`src/pkg/tkc_cfg.svh`:
```
/*
  Offsets, bit positions, reset values and counter limits of the touch key
  control block. Assumes an 8-bit register port with a 2-bit address.
*/
`ifndef TKC_CFG_SVH
`define TKC_CFG_SVH

`define TKC_ADDR_W      2
`define TKC_OFS_SWITCH  2'h0
`define TKC_OFS_START   2'h1
`define TKC_OFS_PADFN   2'h2

`define TKC_RST_SWITCH  8'h00
`define TKC_RST_START   8'h00
`define TKC_RST_PADFN   8'h00

`define TKC_B_KSEL      0
`define TKC_B_SDBL      2
`define TKC_B_PER       3
`define TKC_B_RCLR      5
`define TKC_B_SOSC      6
`define TKC_B_ROSC      7

`define TKC_B_START     0
`define TKC_B_OVF       1
`define TKC_B_REFPAD    2

`define TKC_LAST_512    12'h1ff
`define TKC_LAST_1024   12'h3ff
`define TKC_LAST_2048   12'h7ff
`define TKC_LAST_4096   12'hfff

`endif

```
`src/pkg/tkc_pkg.sv`:
```
/*
  Types and shared decode functions of the touch key control block.
  Assumes tkc_cfg.svh is on the include path.
*/
`include "tkc_cfg.svh"

package tkc_pkg;

  typedef logic [7:0]  tkc_byte_t;
  typedef logic [11:0] tkc_count_t;

  typedef enum logic [2:0] {
    TKC_IDLE = 3'b001,
    TKC_RUN  = 3'b010,
    TKC_DONE = 3'b100
  } tkc_state_t;

  // Last count value before the reference counter rolls over
  function automatic tkc_count_t tkc_last(input logic [1:0] per);
    case (per)
      2'h0:    tkc_last = `TKC_LAST_512;
      2'h1:    tkc_last = `TKC_LAST_1024;
      2'h2:    tkc_last = `TKC_LAST_2048;
      default: tkc_last = `TKC_LAST_4096;
    endcase
  endfunction

  function automatic logic [3:0] tkc_key_dec(input logic [1:0] sel);
    tkc_key_dec = 4'h1 << sel;
  endfunction

endpackage

```
`src/pkg/tkc_if.sv`:
```
/*
  Link between the touch key controller and its reference counter.
  Assumes both ends share clk_i and sys_rst_i.
*/
`timescale 1ns/100ps

interface tkc_if;
  import tkc_pkg::*;
  logic       clr;
  logic       run;
  logic       tick;
  logic [1:0] per;
  tkc_count_t count;
  logic       wrap;

  modport ctl (output clr, run, tick, per, input count, wrap);
  modport cnt (input clr, run, tick, per, output count, wrap);
endinterface

```
`src/design/tkc_sync.sv`:
```
/*
  Two-stage synchroniser with edge pulses for an oscillator clock pin.
  Assumes the pin is asynchronous to clk_i.
*/
`timescale 1ns/100ps

module tkc_sync (
  input  wire logic clk_i,
  input  wire logic sys_rst_i,
  input  wire logic async_i,
  output wire logic rise_o,
  output wire logic fall_o
);

  logic s1_reg;
  logic s2_reg;
  logic s3_reg;

  always_ff @(posedge clk_i) begin
    if (sys_rst_i) begin
      s1_reg <= 1'b0;
      s2_reg <= 1'b0;
      s3_reg <= 1'b0;
    end else begin
      s1_reg <= async_i;
      s2_reg <= s1_reg;
      s3_reg <= s2_reg;
    end
  end

  assign rise_o = s2_reg & ~s3_reg;
  assign fall_o = ~s2_reg & s3_reg;

endmodule

```
`src/design/tkc_refcnt.sv`:
```
/*
  12-bit reference counter with selectable rollover point.
  Assumes tick is a one-cycle pulse per synchronised reference clock.
*/
`timescale 1ns/100ps

module tkc_refcnt
  import tkc_pkg::*;
(
  input  wire logic clk_i,
  input  wire logic sys_rst_i,
  tkc_if.cnt        cif
);

  tkc_count_t count_reg;
  logic       at_last;

  assign at_last  = cif.run && cif.tick && (count_reg == tkc_last(cif.per));
  assign cif.wrap = at_last && !cif.clr;
  assign cif.count = count_reg;

  always_ff @(posedge clk_i) begin
    if (sys_rst_i) begin
      count_reg <= 12'h000;
    end else if (cif.clr) begin
      count_reg <= 12'h000;
    end else if (cif.run && cif.tick) begin
      count_reg <= at_last ? 12'h000 : count_reg + 12'h001;
    end
  end
endmodule

```
`src/design/tkc_top.sv`:
```
/*
  Touch key control: register file, pad switch steering, reference period
  measurement and sensor clock gating toward an external timer.
  Assumes oscillator clocks arrive asynchronously on pins and a register
  master with one-cycle strobes and read data one cycle later.
*/
// The address-and-strobe port and the address map were chosen for this implementation.
`timescale 1ns/100ps
`include "tkc_cfg.svh"

module tkc_top
  import tkc_pkg::*;
(
  input  wire logic                   clk_i,
  input  wire logic                   sys_rst_i,
  input  wire logic [`TKC_ADDR_W-1:0] addr_i,
  input  wire logic [7:0]             wdata_i,
  input  wire logic                   wr_i,
  input  wire logic                   rd_i,
  output logic      [7:0]             rdata_o,
  input  wire logic                   raw_sensor_osc_clk_i,
  input  wire logic                   reference_osc_clk_i,
  output logic                        sensor_osc_on_o,
  output logic                        reference_osc_on_o,
  output logic      [3:0]             pad_series_switch_o,
  output logic      [3:0]             pad_ground_switch_o,
  output logic      [3:0]             pad_digital_off_o,
  output logic                        reference_pad_switch_o,
  output logic                        reference_pad_digital_off_o,
  output logic                        reference_clock_o,
  output logic                        sensor_clock_o,
  output logic                        gated_sensor_clock_o,
  output logic                        touch_irq_o
);

  localparam tkc_byte_t RST_START = `TKC_RST_START;
  localparam tkc_byte_t RST_PADFN = `TKC_RST_PADFN;

  tkc_byte_t  switch_reg;
  logic       start_bit_reg;
  logic       reference_pad_select_reg;
  logic [3:0] padfn_reg;
  logic       overflow_flag_reg;
  logic       start_prev_reg;
  logic       clear_prev_reg;
  logic       sync_en_reg;
  tkc_state_t state_reg;
  tkc_state_t state_next;
  tkc_byte_t  rdata_reg;
  logic [3:0] series_reg;
  logic [3:0] ground_reg;
  logic [3:0] digital_off_reg;
  logic       ref_switch_reg;
  logic       ref_digital_off_reg;
  logic       sensor_on_reg;
  logic       reference_on_reg;
  logic       ref_clk_reg;
  logic       sens_clk_reg;
  logic       gated_clk_reg;
  logic       irq_reg;

  logic       start_rise;
  logic       clear_rise;
  logic       start_accept;
  logic       ref_rise;
  logic       sens_rise;
  logic       sens_fall;
  logic       sens_tick;
  logic [1:0] key_select;
  logic       sensor_clock_double;
  logic [1:0] period_select;
  logic       refcount_clear;
  tkc_byte_t  read_mux;

  tkc_if cif ();

  assign key_select          = switch_reg[`TKC_B_KSEL +: 2];
  assign sensor_clock_double = switch_reg[`TKC_B_SDBL];
  assign period_select       = switch_reg[`TKC_B_PER +: 2];
  assign refcount_clear      = switch_reg[`TKC_B_RCLR];

  // Register writes
  always_ff @(posedge clk_i) begin
    if (sys_rst_i) begin
      switch_reg               <= `TKC_RST_SWITCH;
      start_bit_reg            <= RST_START[`TKC_B_START];
      reference_pad_select_reg <= RST_START[`TKC_B_REFPAD];
      padfn_reg                <= RST_PADFN[3:0];
    end else if (wr_i) begin
      case (addr_i)
        `TKC_OFS_SWITCH: begin
          switch_reg <= wdata_i;
        end
        `TKC_OFS_START: begin
          start_bit_reg            <= wdata_i[`TKC_B_START];
          reference_pad_select_reg <= wdata_i[`TKC_B_REFPAD];
        end
        `TKC_OFS_PADFN: begin
          padfn_reg <= wdata_i[3:0];
        end
        default: begin
        end
      endcase
    end
  end

  // Read path, zero outside the cycle after a read strobe
  always_comb begin
    case (addr_i)
      `TKC_OFS_SWITCH: read_mux = switch_reg;
      `TKC_OFS_START:  read_mux = {5'h00, reference_pad_select_reg,
                                   overflow_flag_reg, start_bit_reg};
      `TKC_OFS_PADFN:  read_mux = {4'h0, padfn_reg};
      default:         read_mux = 8'h00;
    endcase
  end

  always_ff @(posedge clk_i) begin
    if (sys_rst_i) begin
      rdata_reg <= 8'h00;
    end else begin
      rdata_reg <= rd_i ? read_mux : 8'h00;
    end
  end

  // Control bit edge detection
  always_ff @(posedge clk_i) begin
    if (sys_rst_i) begin
      start_prev_reg <= 1'b0;
      clear_prev_reg <= 1'b0;
    end else begin
      start_prev_reg <= start_bit_reg;
      clear_prev_reg <= refcount_clear;
    end
  end

  assign start_rise   = start_bit_reg & ~start_prev_reg;
  assign clear_rise   = refcount_clear & ~clear_prev_reg;
  assign start_accept = start_rise && (state_reg != TKC_RUN);

  // Oscillator clock synchronisers
  tkc_sync u_ref_sync (
    .clk_i     (clk_i),
    .sys_rst_i (sys_rst_i),
    .async_i   (reference_osc_clk_i),
    .rise_o    (ref_rise),
    .fall_o    ()
  );

  tkc_sync u_sens_sync (
    .clk_i     (clk_i),
    .sys_rst_i (sys_rst_i),
    .async_i   (raw_sensor_osc_clk_i),
    .rise_o    (sens_rise),
    .fall_o    (sens_fall)
  );

  // Doubled rate counts both edges of the raw oscillator
  assign sens_tick = sensor_clock_double ? (sens_rise | sens_fall)
                                         : sens_rise;

  always_ff @(posedge clk_i) begin
    if (sys_rst_i) begin
      sync_en_reg <= 1'b0;
    end else if (start_accept) begin
      sync_en_reg <= 1'b1;
    end
  end

  // Measurement sequencer
  always_comb begin
    case (state_reg)
      TKC_IDLE: state_next = start_accept ? TKC_RUN : TKC_IDLE;
      TKC_RUN:  state_next = cif.wrap ? TKC_DONE : TKC_RUN;
      TKC_DONE: state_next = start_accept ? TKC_RUN : TKC_DONE;
      default:  state_next = TKC_IDLE;
    endcase
  end

  always_ff @(posedge clk_i) begin
    if (sys_rst_i) begin
      state_reg <= TKC_IDLE;
    end else begin
      state_reg <= state_next;
    end
  end

  assign cif.clr  = clear_rise;
  assign cif.run  = (state_reg == TKC_RUN);
  assign cif.tick = sync_en_reg & ref_rise;
  assign cif.per  = period_select;

  tkc_refcnt u_refcnt (
    .clk_i     (clk_i),
    .sys_rst_i (sys_rst_i),
    .cif       (cif)
  );

  // Overflow flag: set by a counter wrap, cleared by an accepted start rise; register writes to bit 1 are ignored
  always_ff @(posedge clk_i) begin
    if (sys_rst_i) begin
      overflow_flag_reg <= 1'b0;
    end else if (cif.wrap) begin
      overflow_flag_reg <= 1'b1;
    end else if (start_accept) begin
      overflow_flag_reg <= 1'b0;
    end
  end

  always_ff @(posedge clk_i) begin
    if (sys_rst_i) begin
      irq_reg <= 1'b0;
    end else begin
      irq_reg <= cif.wrap;
    end
  end

  // Clock outputs toward the timer
  always_ff @(posedge clk_i) begin
    if (sys_rst_i) begin
      ref_clk_reg   <= 1'b0;
      sens_clk_reg  <= 1'b0;
      gated_clk_reg <= 1'b0;
    end else begin
      ref_clk_reg   <= sync_en_reg & ref_rise;
      sens_clk_reg  <= sync_en_reg & sens_tick;
      gated_clk_reg <= sync_en_reg & sens_tick
                       & (state_next == TKC_RUN);
    end
  end

  // Pad switch and pin function steering
  always_ff @(posedge clk_i) begin
    if (sys_rst_i) begin
      series_reg          <= 4'h0;
      ground_reg          <= 4'h0;
      digital_off_reg     <= 4'h0;
      ref_switch_reg      <= 1'b0;
      ref_digital_off_reg <= 1'b0;
    end else begin
      series_reg          <= padfn_reg & tkc_key_dec(key_select);
      ground_reg          <= padfn_reg & ~tkc_key_dec(key_select);
      digital_off_reg     <= padfn_reg;
      ref_switch_reg      <= reference_pad_select_reg;
      ref_digital_off_reg <= reference_pad_select_reg;
    end
  end

  always_ff @(posedge clk_i) begin
    if (sys_rst_i) begin
      sensor_on_reg    <= 1'b0;
      reference_on_reg <= 1'b0;
    end else begin
      sensor_on_reg    <= switch_reg[`TKC_B_SOSC];
      reference_on_reg <= switch_reg[`TKC_B_ROSC];
    end
  end

  assign rdata_o                     = rdata_reg;
  assign sensor_osc_on_o             = sensor_on_reg;
  assign reference_osc_on_o          = reference_on_reg;
  assign pad_series_switch_o         = series_reg;
  assign pad_ground_switch_o         = ground_reg;
  assign pad_digital_off_o           = digital_off_reg;
  assign reference_pad_switch_o      = ref_switch_reg;
  assign reference_pad_digital_off_o = ref_digital_off_reg;
  assign reference_clock_o           = ref_clk_reg;
  assign sensor_clock_o              = sens_clk_reg;
  assign gated_sensor_clock_o        = gated_clk_reg;
  assign touch_irq_o                 = irq_reg;
endmodule

```
`config.mk`:
```
export PLATFORM = sky130hd
export DESIGN_NAME = tkc_top
export DESIGN_NICKNAME = d
export VERILOG_FILES = /design/src/pkg/tkc_pkg.sv /design/src/pkg/tkc_if.sv /design/src/design/tkc_sync.sv /design/src/design/tkc_refcnt.sv /design/src/design/tkc_top.sv
export VERILOG_INCLUDE_DIRS = /design/src /design/src/pkg
export SDC_FILE = /design/constraint.sdc
export NUM_CORES = 1
export LEC_CHECK = 0
export BUFFER_PORTS_ARGS = -buffer_cell sky130_fd_sc_hd__clkbuf_2
export CORE_MARGIN = 2
export CORE_UTILIZATION = 45
export DETAILED_ROUTE_END_ITERATION = 7
export MAX_ROUTING_LAYER = met4
export PLACE_DENSITY = 0.67
export SYNTH_ARGS = -nofsm -noshare
export SYNTH_HDL_FRONTEND = slang
export SYNTH_SLANG_ARGS = --single-unit
```
`constraint.sdc`:
```
create_clock -name clk_i -period 2.1 [get_ports clk_i]
set_input_delay 0.42 -clock clk_i [delete_from_list [all_inputs] [get_ports clk_i]]
set_output_delay 0.42 -clock clk_i [all_outputs]
set_load 0.05 [all_outputs]
```
## After elaboration in Yosys (flattened, before gate mapping)

Index checks and enable logic that the tools add are counted.

| cells by class | value |
|---|---|
| add/sub/neg operators | 1 |
| eq/ne operators | 10 |
| shift operators | 1 |
| muxes and demuxes | 10 |
| bitwise operators | 18 |
| reductions and logical operators | 13 |

Operators by type and width:

| cell | number |
|---|---|
| 12-bit case mux with 3 select lines | 1 |
| 8-bit case mux with 3 select lines | 1 |
| 12-bit by 1-bit adder with 12-bit output, second input constant | 1 |
| 12-bit equality test | 1 |
| 12-bit 2-to-1 mux | 1 |
| 3-bit case mux with 3 select lines | 1 |
| 1-bit bitwise AND | 8 |
| 4-bit bitwise AND | 2 |
| 3-bit by 2-bit equality test with 1-bit output, second input constant | 2 |
| 3-bit 2-to-1 mux | 2 |
| 1-bit inverter | 6 |
| 2-bit AND reduction | 3 |
| 2-bit by 1-bit equality test with 1-bit output, second input constant | 2 |
| 2-bit equality test, second input constant | 2 |
| 1-bit logical AND | 4 |
| 2-bit zero test | 2 |
| 4-bit inverter | 1 |
| 2-bit OR reduction | 2 |
| 1-bit by 2-bit << shifter with 4-bit output, first input constant | 1 |
| 3-bit by 1-bit equality test with 1-bit output, second input constant | 1 |
| 3-bit equality test, second input constant | 1 |
| 1-bit 2-to-1 mux | 3 |
| 3-bit by 2-bit != test with 1-bit output, second input constant | 1 |
| 2-bit 2-to-1 mux | 1 |
| 3 further kinds | 3 |

| word-level totals | value |
|---|---|
| register bits after elaboration | 66 |
| bits of input ports | 16 |
| output and inout bits | 28 |
| word-level logic and storage cells | 80 |

## Logic depth before layout (Yosys ltp)

| logic depth | value |
|---|---|
| word-level depth | 10 |
| mapped depth | 6 |
| mapped depth without buffers | 6 |

## Modules after synthesis

A second synthesis with hierarchy kept.

| unflattened totals | value |
|---|---|
| cells, all modules | 244 |
| area, all modules | 2527.4 sq um |

Modules (own cells, without submodules):

| module | instances | cells each | area each (sq um) | seq. area each (sq um) |
|---|---|---|---|---|
| tkc_top | 1 | 153 | 1682.9 | 960.9 |
| tkc_refcnt | 1 | 75 | 661.9 | 240.2 |
| tkc_sync | 2 | 8 | 91.3 | 60.1 |

## Worst setup path after synthesis

Ideal clock, no wire load.

| path | value |
|---|---|
| path type | reg-to-reg |
| start point | reg state_reg[0] |
| end point | reg u_refcnt.count_reg[11], in the netlist u_refcnt.cif.count[11] |
| setup time | 80 ps |
| arrival | 1966 ps |
| data required time | 2020 ps |
| setup slack | 55 ps |
| cell stages (with the launch flop) | 6 |
| path buffers | 1 |
| clock period less this slack | 2045 ps |
| path through | dfxtp_1 -> or3b_1 -> buf_6 -> or4_4 -> or3_1 -> a211oi_2 |

| between the ends | value |
|---|---|
| word-level cells in the longest chain between the ends | 4 |

RTL lines:

| what | line | text |
|---|---|---|
| start, declared | tkc_top.sv:47 | `tkc_state_t state_reg;` |
| start signal, assigned | tkc_top.sv:184 | `state_reg <= state_next;` |
| 3-bit by 2-bit equality test with 1-bit output (*) | tkc_top.sv:189 | `assign cif.run = (state_reg == TKC_RUN);` |
| 1-bit logical AND (*) | tkc_refcnt.sv:18, tkc_refcnt.sv:27 |  |
| 1-bit logical AND | tkc_refcnt.sv:18 | `assign at_last = cif.run && cif.tick && (count_reg == tkc_last(cif.per));` |
| 12-bit 2-to-1 mux | tkc_refcnt.sv:28 | `count_reg <= at_last ? 12'h000 : count_reg + 12'h001;` |
| end signal, assigned | tkc_refcnt.sv:28 |  |
| end, declared | tkc_refcnt.sv:15 | `tkc_count_t count_reg;` |

Mark *: on every way between the ends. The rest lies on a longest branch, timed or not.
A chain may end at the register's enable or synchronous reset.

## Final worst setup path

| path | value |
|---|---|
| start point | reg state_reg[1] |
| end point | reg u_refcnt.count_reg[11], in the netlist u_refcnt.cif.count[11] |

The elaborated chain is that of the path after synthesis.

==> flow_metrics.env <==
export IMPL_status="completed"
export IMPL_fin_area_mm2=0.00299
export IMPL_finalCritPeriodShare_pct=96.0
export IMPL_row_count=26
export IMPL_clk_pin_slew_worst_paths_ns=0.07
export IMPL_track_usage_pct=17.7
export IMPL_synth_cells=252
export IMPL_period_needed_ns=2.02
export IMPL_ctsLongestPathBuffers=2
export IMPL_synthArstFlopShare_pct=0
export IMPL_seq_area_frac_synth_pct=53.9
export IMPL_p_clk_share_pct=42.1
export IMPL_clock_latency_ns=0.34
export IMPL_synth_top_cell_by_area="dfxtp_1"
export IMPL_syn_num_nets=270
export IMPL_port_buffers=43
export IMPL_cts_hold_buf=0
export IMPL_p_comb_share_pct=5.1
export IMPL_pin_count=44
export IMPL_synth_area_mm2=0.00245
export IMPL_numCtsBuffers=9
export IMPL_grt_max_degree=34
export IMPL_cp_max_fo=6
export IMPL_die_x_um=77.8
export IMPL_synth_edf_count=0
export IMPL_finalWeightedCongestion=0.751
export IMPL_area_growth_pct=21.8
export IMPL_power_switching_mw=0.576
export IMPL_synth_top_flop_cell="dfxtp_1"
export IMPL_clockRootBuffer="clkbuf_8"
export IMPL_antenna_cells=0
export IMPL_fillerInstances=459
export IMPL_critPathLaunchType="flop"
export IMPL_cts_setup_buffers=0
export IMPL_layout_commonest_cell="dfxtp_1"
export IMPL_grt_antenna_before_repair=0
export IMPL_die_y_um=77.8
export IMPL_min_path_cells=2
export IMPL_rr_worst_depth=4
export IMPL_seq_power_share_pct=52.7
export IMPL_min_to="u_sens_sync.s1_reg"
export IMPL_skew_ns=0.00777
export IMPL_postSynthAreaPerCell_um2=9.74
export IMPL_nets=325
export IMPL_vias=1905
export IMPL_finalSetupViolations=0
export IMPL_die_area_mm2=0.00606
export IMPL_viasPerCell=4.99
export IMPL_synth_area_top_cells="dfxtp_1 (54%), mux2i_1 (6.5%), nor2_1 (4.3%)"
export IMPL_critical_path_required_ns=2.37
export IMPL_ff_latch_area_mm2=0.00132
export IMPL_grt_pass1_wl_um=8090
export IMPL_worst_slew_pin_slew_ns=0.490
export IMPL_ir_worst_vdd_v=0.000384
export IMPL_worst_setup_path_end_kind="flop"
export IMPL_drive_above_1_share_pct=24.7
export IMPL_cts_tree="yes"
export IMPL_placed_area_mm2=0.00279
export IMPL_largest_reg_flops=12
export IMPL_hold_path_class="in2reg"
export IMPL_htree_levels=3
export IMPL_pwr_density_cell_mw_per_mm2=816
export IMPL_synth_top_area_share_pct=53.9
export IMPL_rsz0062_at_grt="no"
export IMPL_hold_start="raw_sensor_osc_clk_i"
export IMPL_hold_viol=0
export IMPL_synth_seq_cells=66
export IMPL_tns_ns=0
export IMPL_fmax_mhz=496
export IMPL_grt_overflow_total=0
export IMPL_routed_wl_um=4760
export IMPL_r2r_start="state_reg[1]"
export IMPL_swShare_pct=23.6
export IMPL_multi_input_area_mm2=0.00107
export IMPL_path_class="reg2reg"
export IMPL_drc_errors=0
export IMPL_p_leak_nw=1.22
export IMPL_ys_warn_count=0
export IMPL_total_power_mw=2.44
export IMPL_initial_utilization_pct=47.4
export IMPL_core_mm2=0.00517
export IMPL_first_global_vias=1772
export IMPL_hold_ws_ns=0.285
export IMPL_cp_arrival_ns=2.28
export IMPL_reg2reg_slack_ns=0.08
export IMPL_ys_types=44
export IMPL_ant_nets=0
export IMPL_clock_sinks=66
export IMPL_final_cell_mix="dfxtp_1 (66), clkbuf_2 (43), nor2_1 (28)"
export IMPL_dr_pass1_iters=4
export IMPL_detail_route_iter0_violations=113
export IMPL_reg2reg_to="u_refcnt.cif.count[11]"
export IMPL_relSlewSlack_pct=67.1
export IMPL_cap_violations=0
export IMPL_hpwl_um=3430
export IMPL_maxSlewViolCount=0
export IMPL_p_int_mw=1.86
export IMPL_critPathLaunch="state_reg[1]"
export IMPL_drt_wirelength_per_cell_um=12.5
[per-layer routing]
layer  track usage (%)  wire, um  up-vias
met2              26.3      2160       44
met1              21.6      2260      869
met5                 -         0        -
met4              8.04        99        0
met3              6.05       236       10
li1                  -         -      982
[worst max-delay path: stages (launching register included)]
cell and delay, ns:
dfxtp_1 0.38, or3b_4 0.42, or4_4 0.57, or3_1 0.37, a211oi_2 0.21
[repair_timing]
action / in CTS / in global routing
endpoints found under the hold margin: 0 / 0
endpoints found under the setup margin: 0 / 7
gates resized for setup: 0 / 2
[cell type report]
| cell class | instances | share of cell area [%] |
|---|---|---|
| tap | 70 | 2.93 |
| clock buffer | 9 | 4.14 |
| sequential | 66 | 44.2 |
| clock inverter | 7 | 2.34 |
| timing repair buffer | 54 | 9.96 |
| inverter | 6 | 0.753 |
| multi-input combinational | 170 | 35.7 |
[Yosys cell counts, types with 3 or more instances]
cell type	number
nand2_1	12
nor2b_1	16
nand3_1	10
and2_1	5
nor3_1	11
nor2_1	28
clkbuf_1	6
nor3b_1	3
or3_1	5
o21ai_0	8
nand2b_1	3
dfxtp_1	66
mux2i_1	16
and3_1	4
inv_1	6
xnor2_1	6
nor4_1	3
a21oi_1	13
[logic make-up (layout without fill, tap and decap cells)]
kind of cell | count (synthesis) | count (layout) | share of synthesized area (%)
multiplexers | 16 | 16 | 6.53
AO/OA/AOI/OAI | 34 | 34 | 8.92
flip-flops | 66 | 66 | 53.9
adder cells (fa/ha/maj) | 2 | 2 | 1.02
buffers and inverters | 16 | 76 | 2.96
AND/OR/NAND/NOR | 112 | 112 | 24.6
XOR/XNOR | 6 | 6 | 2.14
[through the flow]
stage	worst slack (ns)	util [%]	std cells
2_1_floorplan	0.0547	-	252
3_5_place_dp	0.0724	53.9	366
5_1_grt	0.00988	57.8	382
4_1_cts	0.0585	57.7	382
3_3_place_gp	0.118	53.9	366
6_report	0.0842	57.8	382
[worst max-delay path by stage]
stage                                         to  depth (start not counted)
after detailed placement   u_refcnt.cif.count[0]                          5
final                     u_refcnt.cif.count[11]                          4
after global routing       u_refcnt.cif.count[9]                          4
after floorplan           u_refcnt.cif.count[11]                          5
after CTS                  u_refcnt.cif.count[0]                          5
after global placement    u_refcnt.cif.count[11]                          4
[power by group through the flow]
stage / logic, mW / clock network (mW) / registers [mW]
3_3_place_gp: 0.125 / 0 / 1.31
3_5_place_dp: 0.126 / 0 / 1.32
2_1_floorplan: 0.0645 / 0 / 1.33
6_report: 0.125 / 1.03 / 1.29
4_1_cts: 0.127 / 1.05 / 1.29
5_1_grt: 0.137 / 1.12 / 1.29
(Power assumes the default switching activity.)
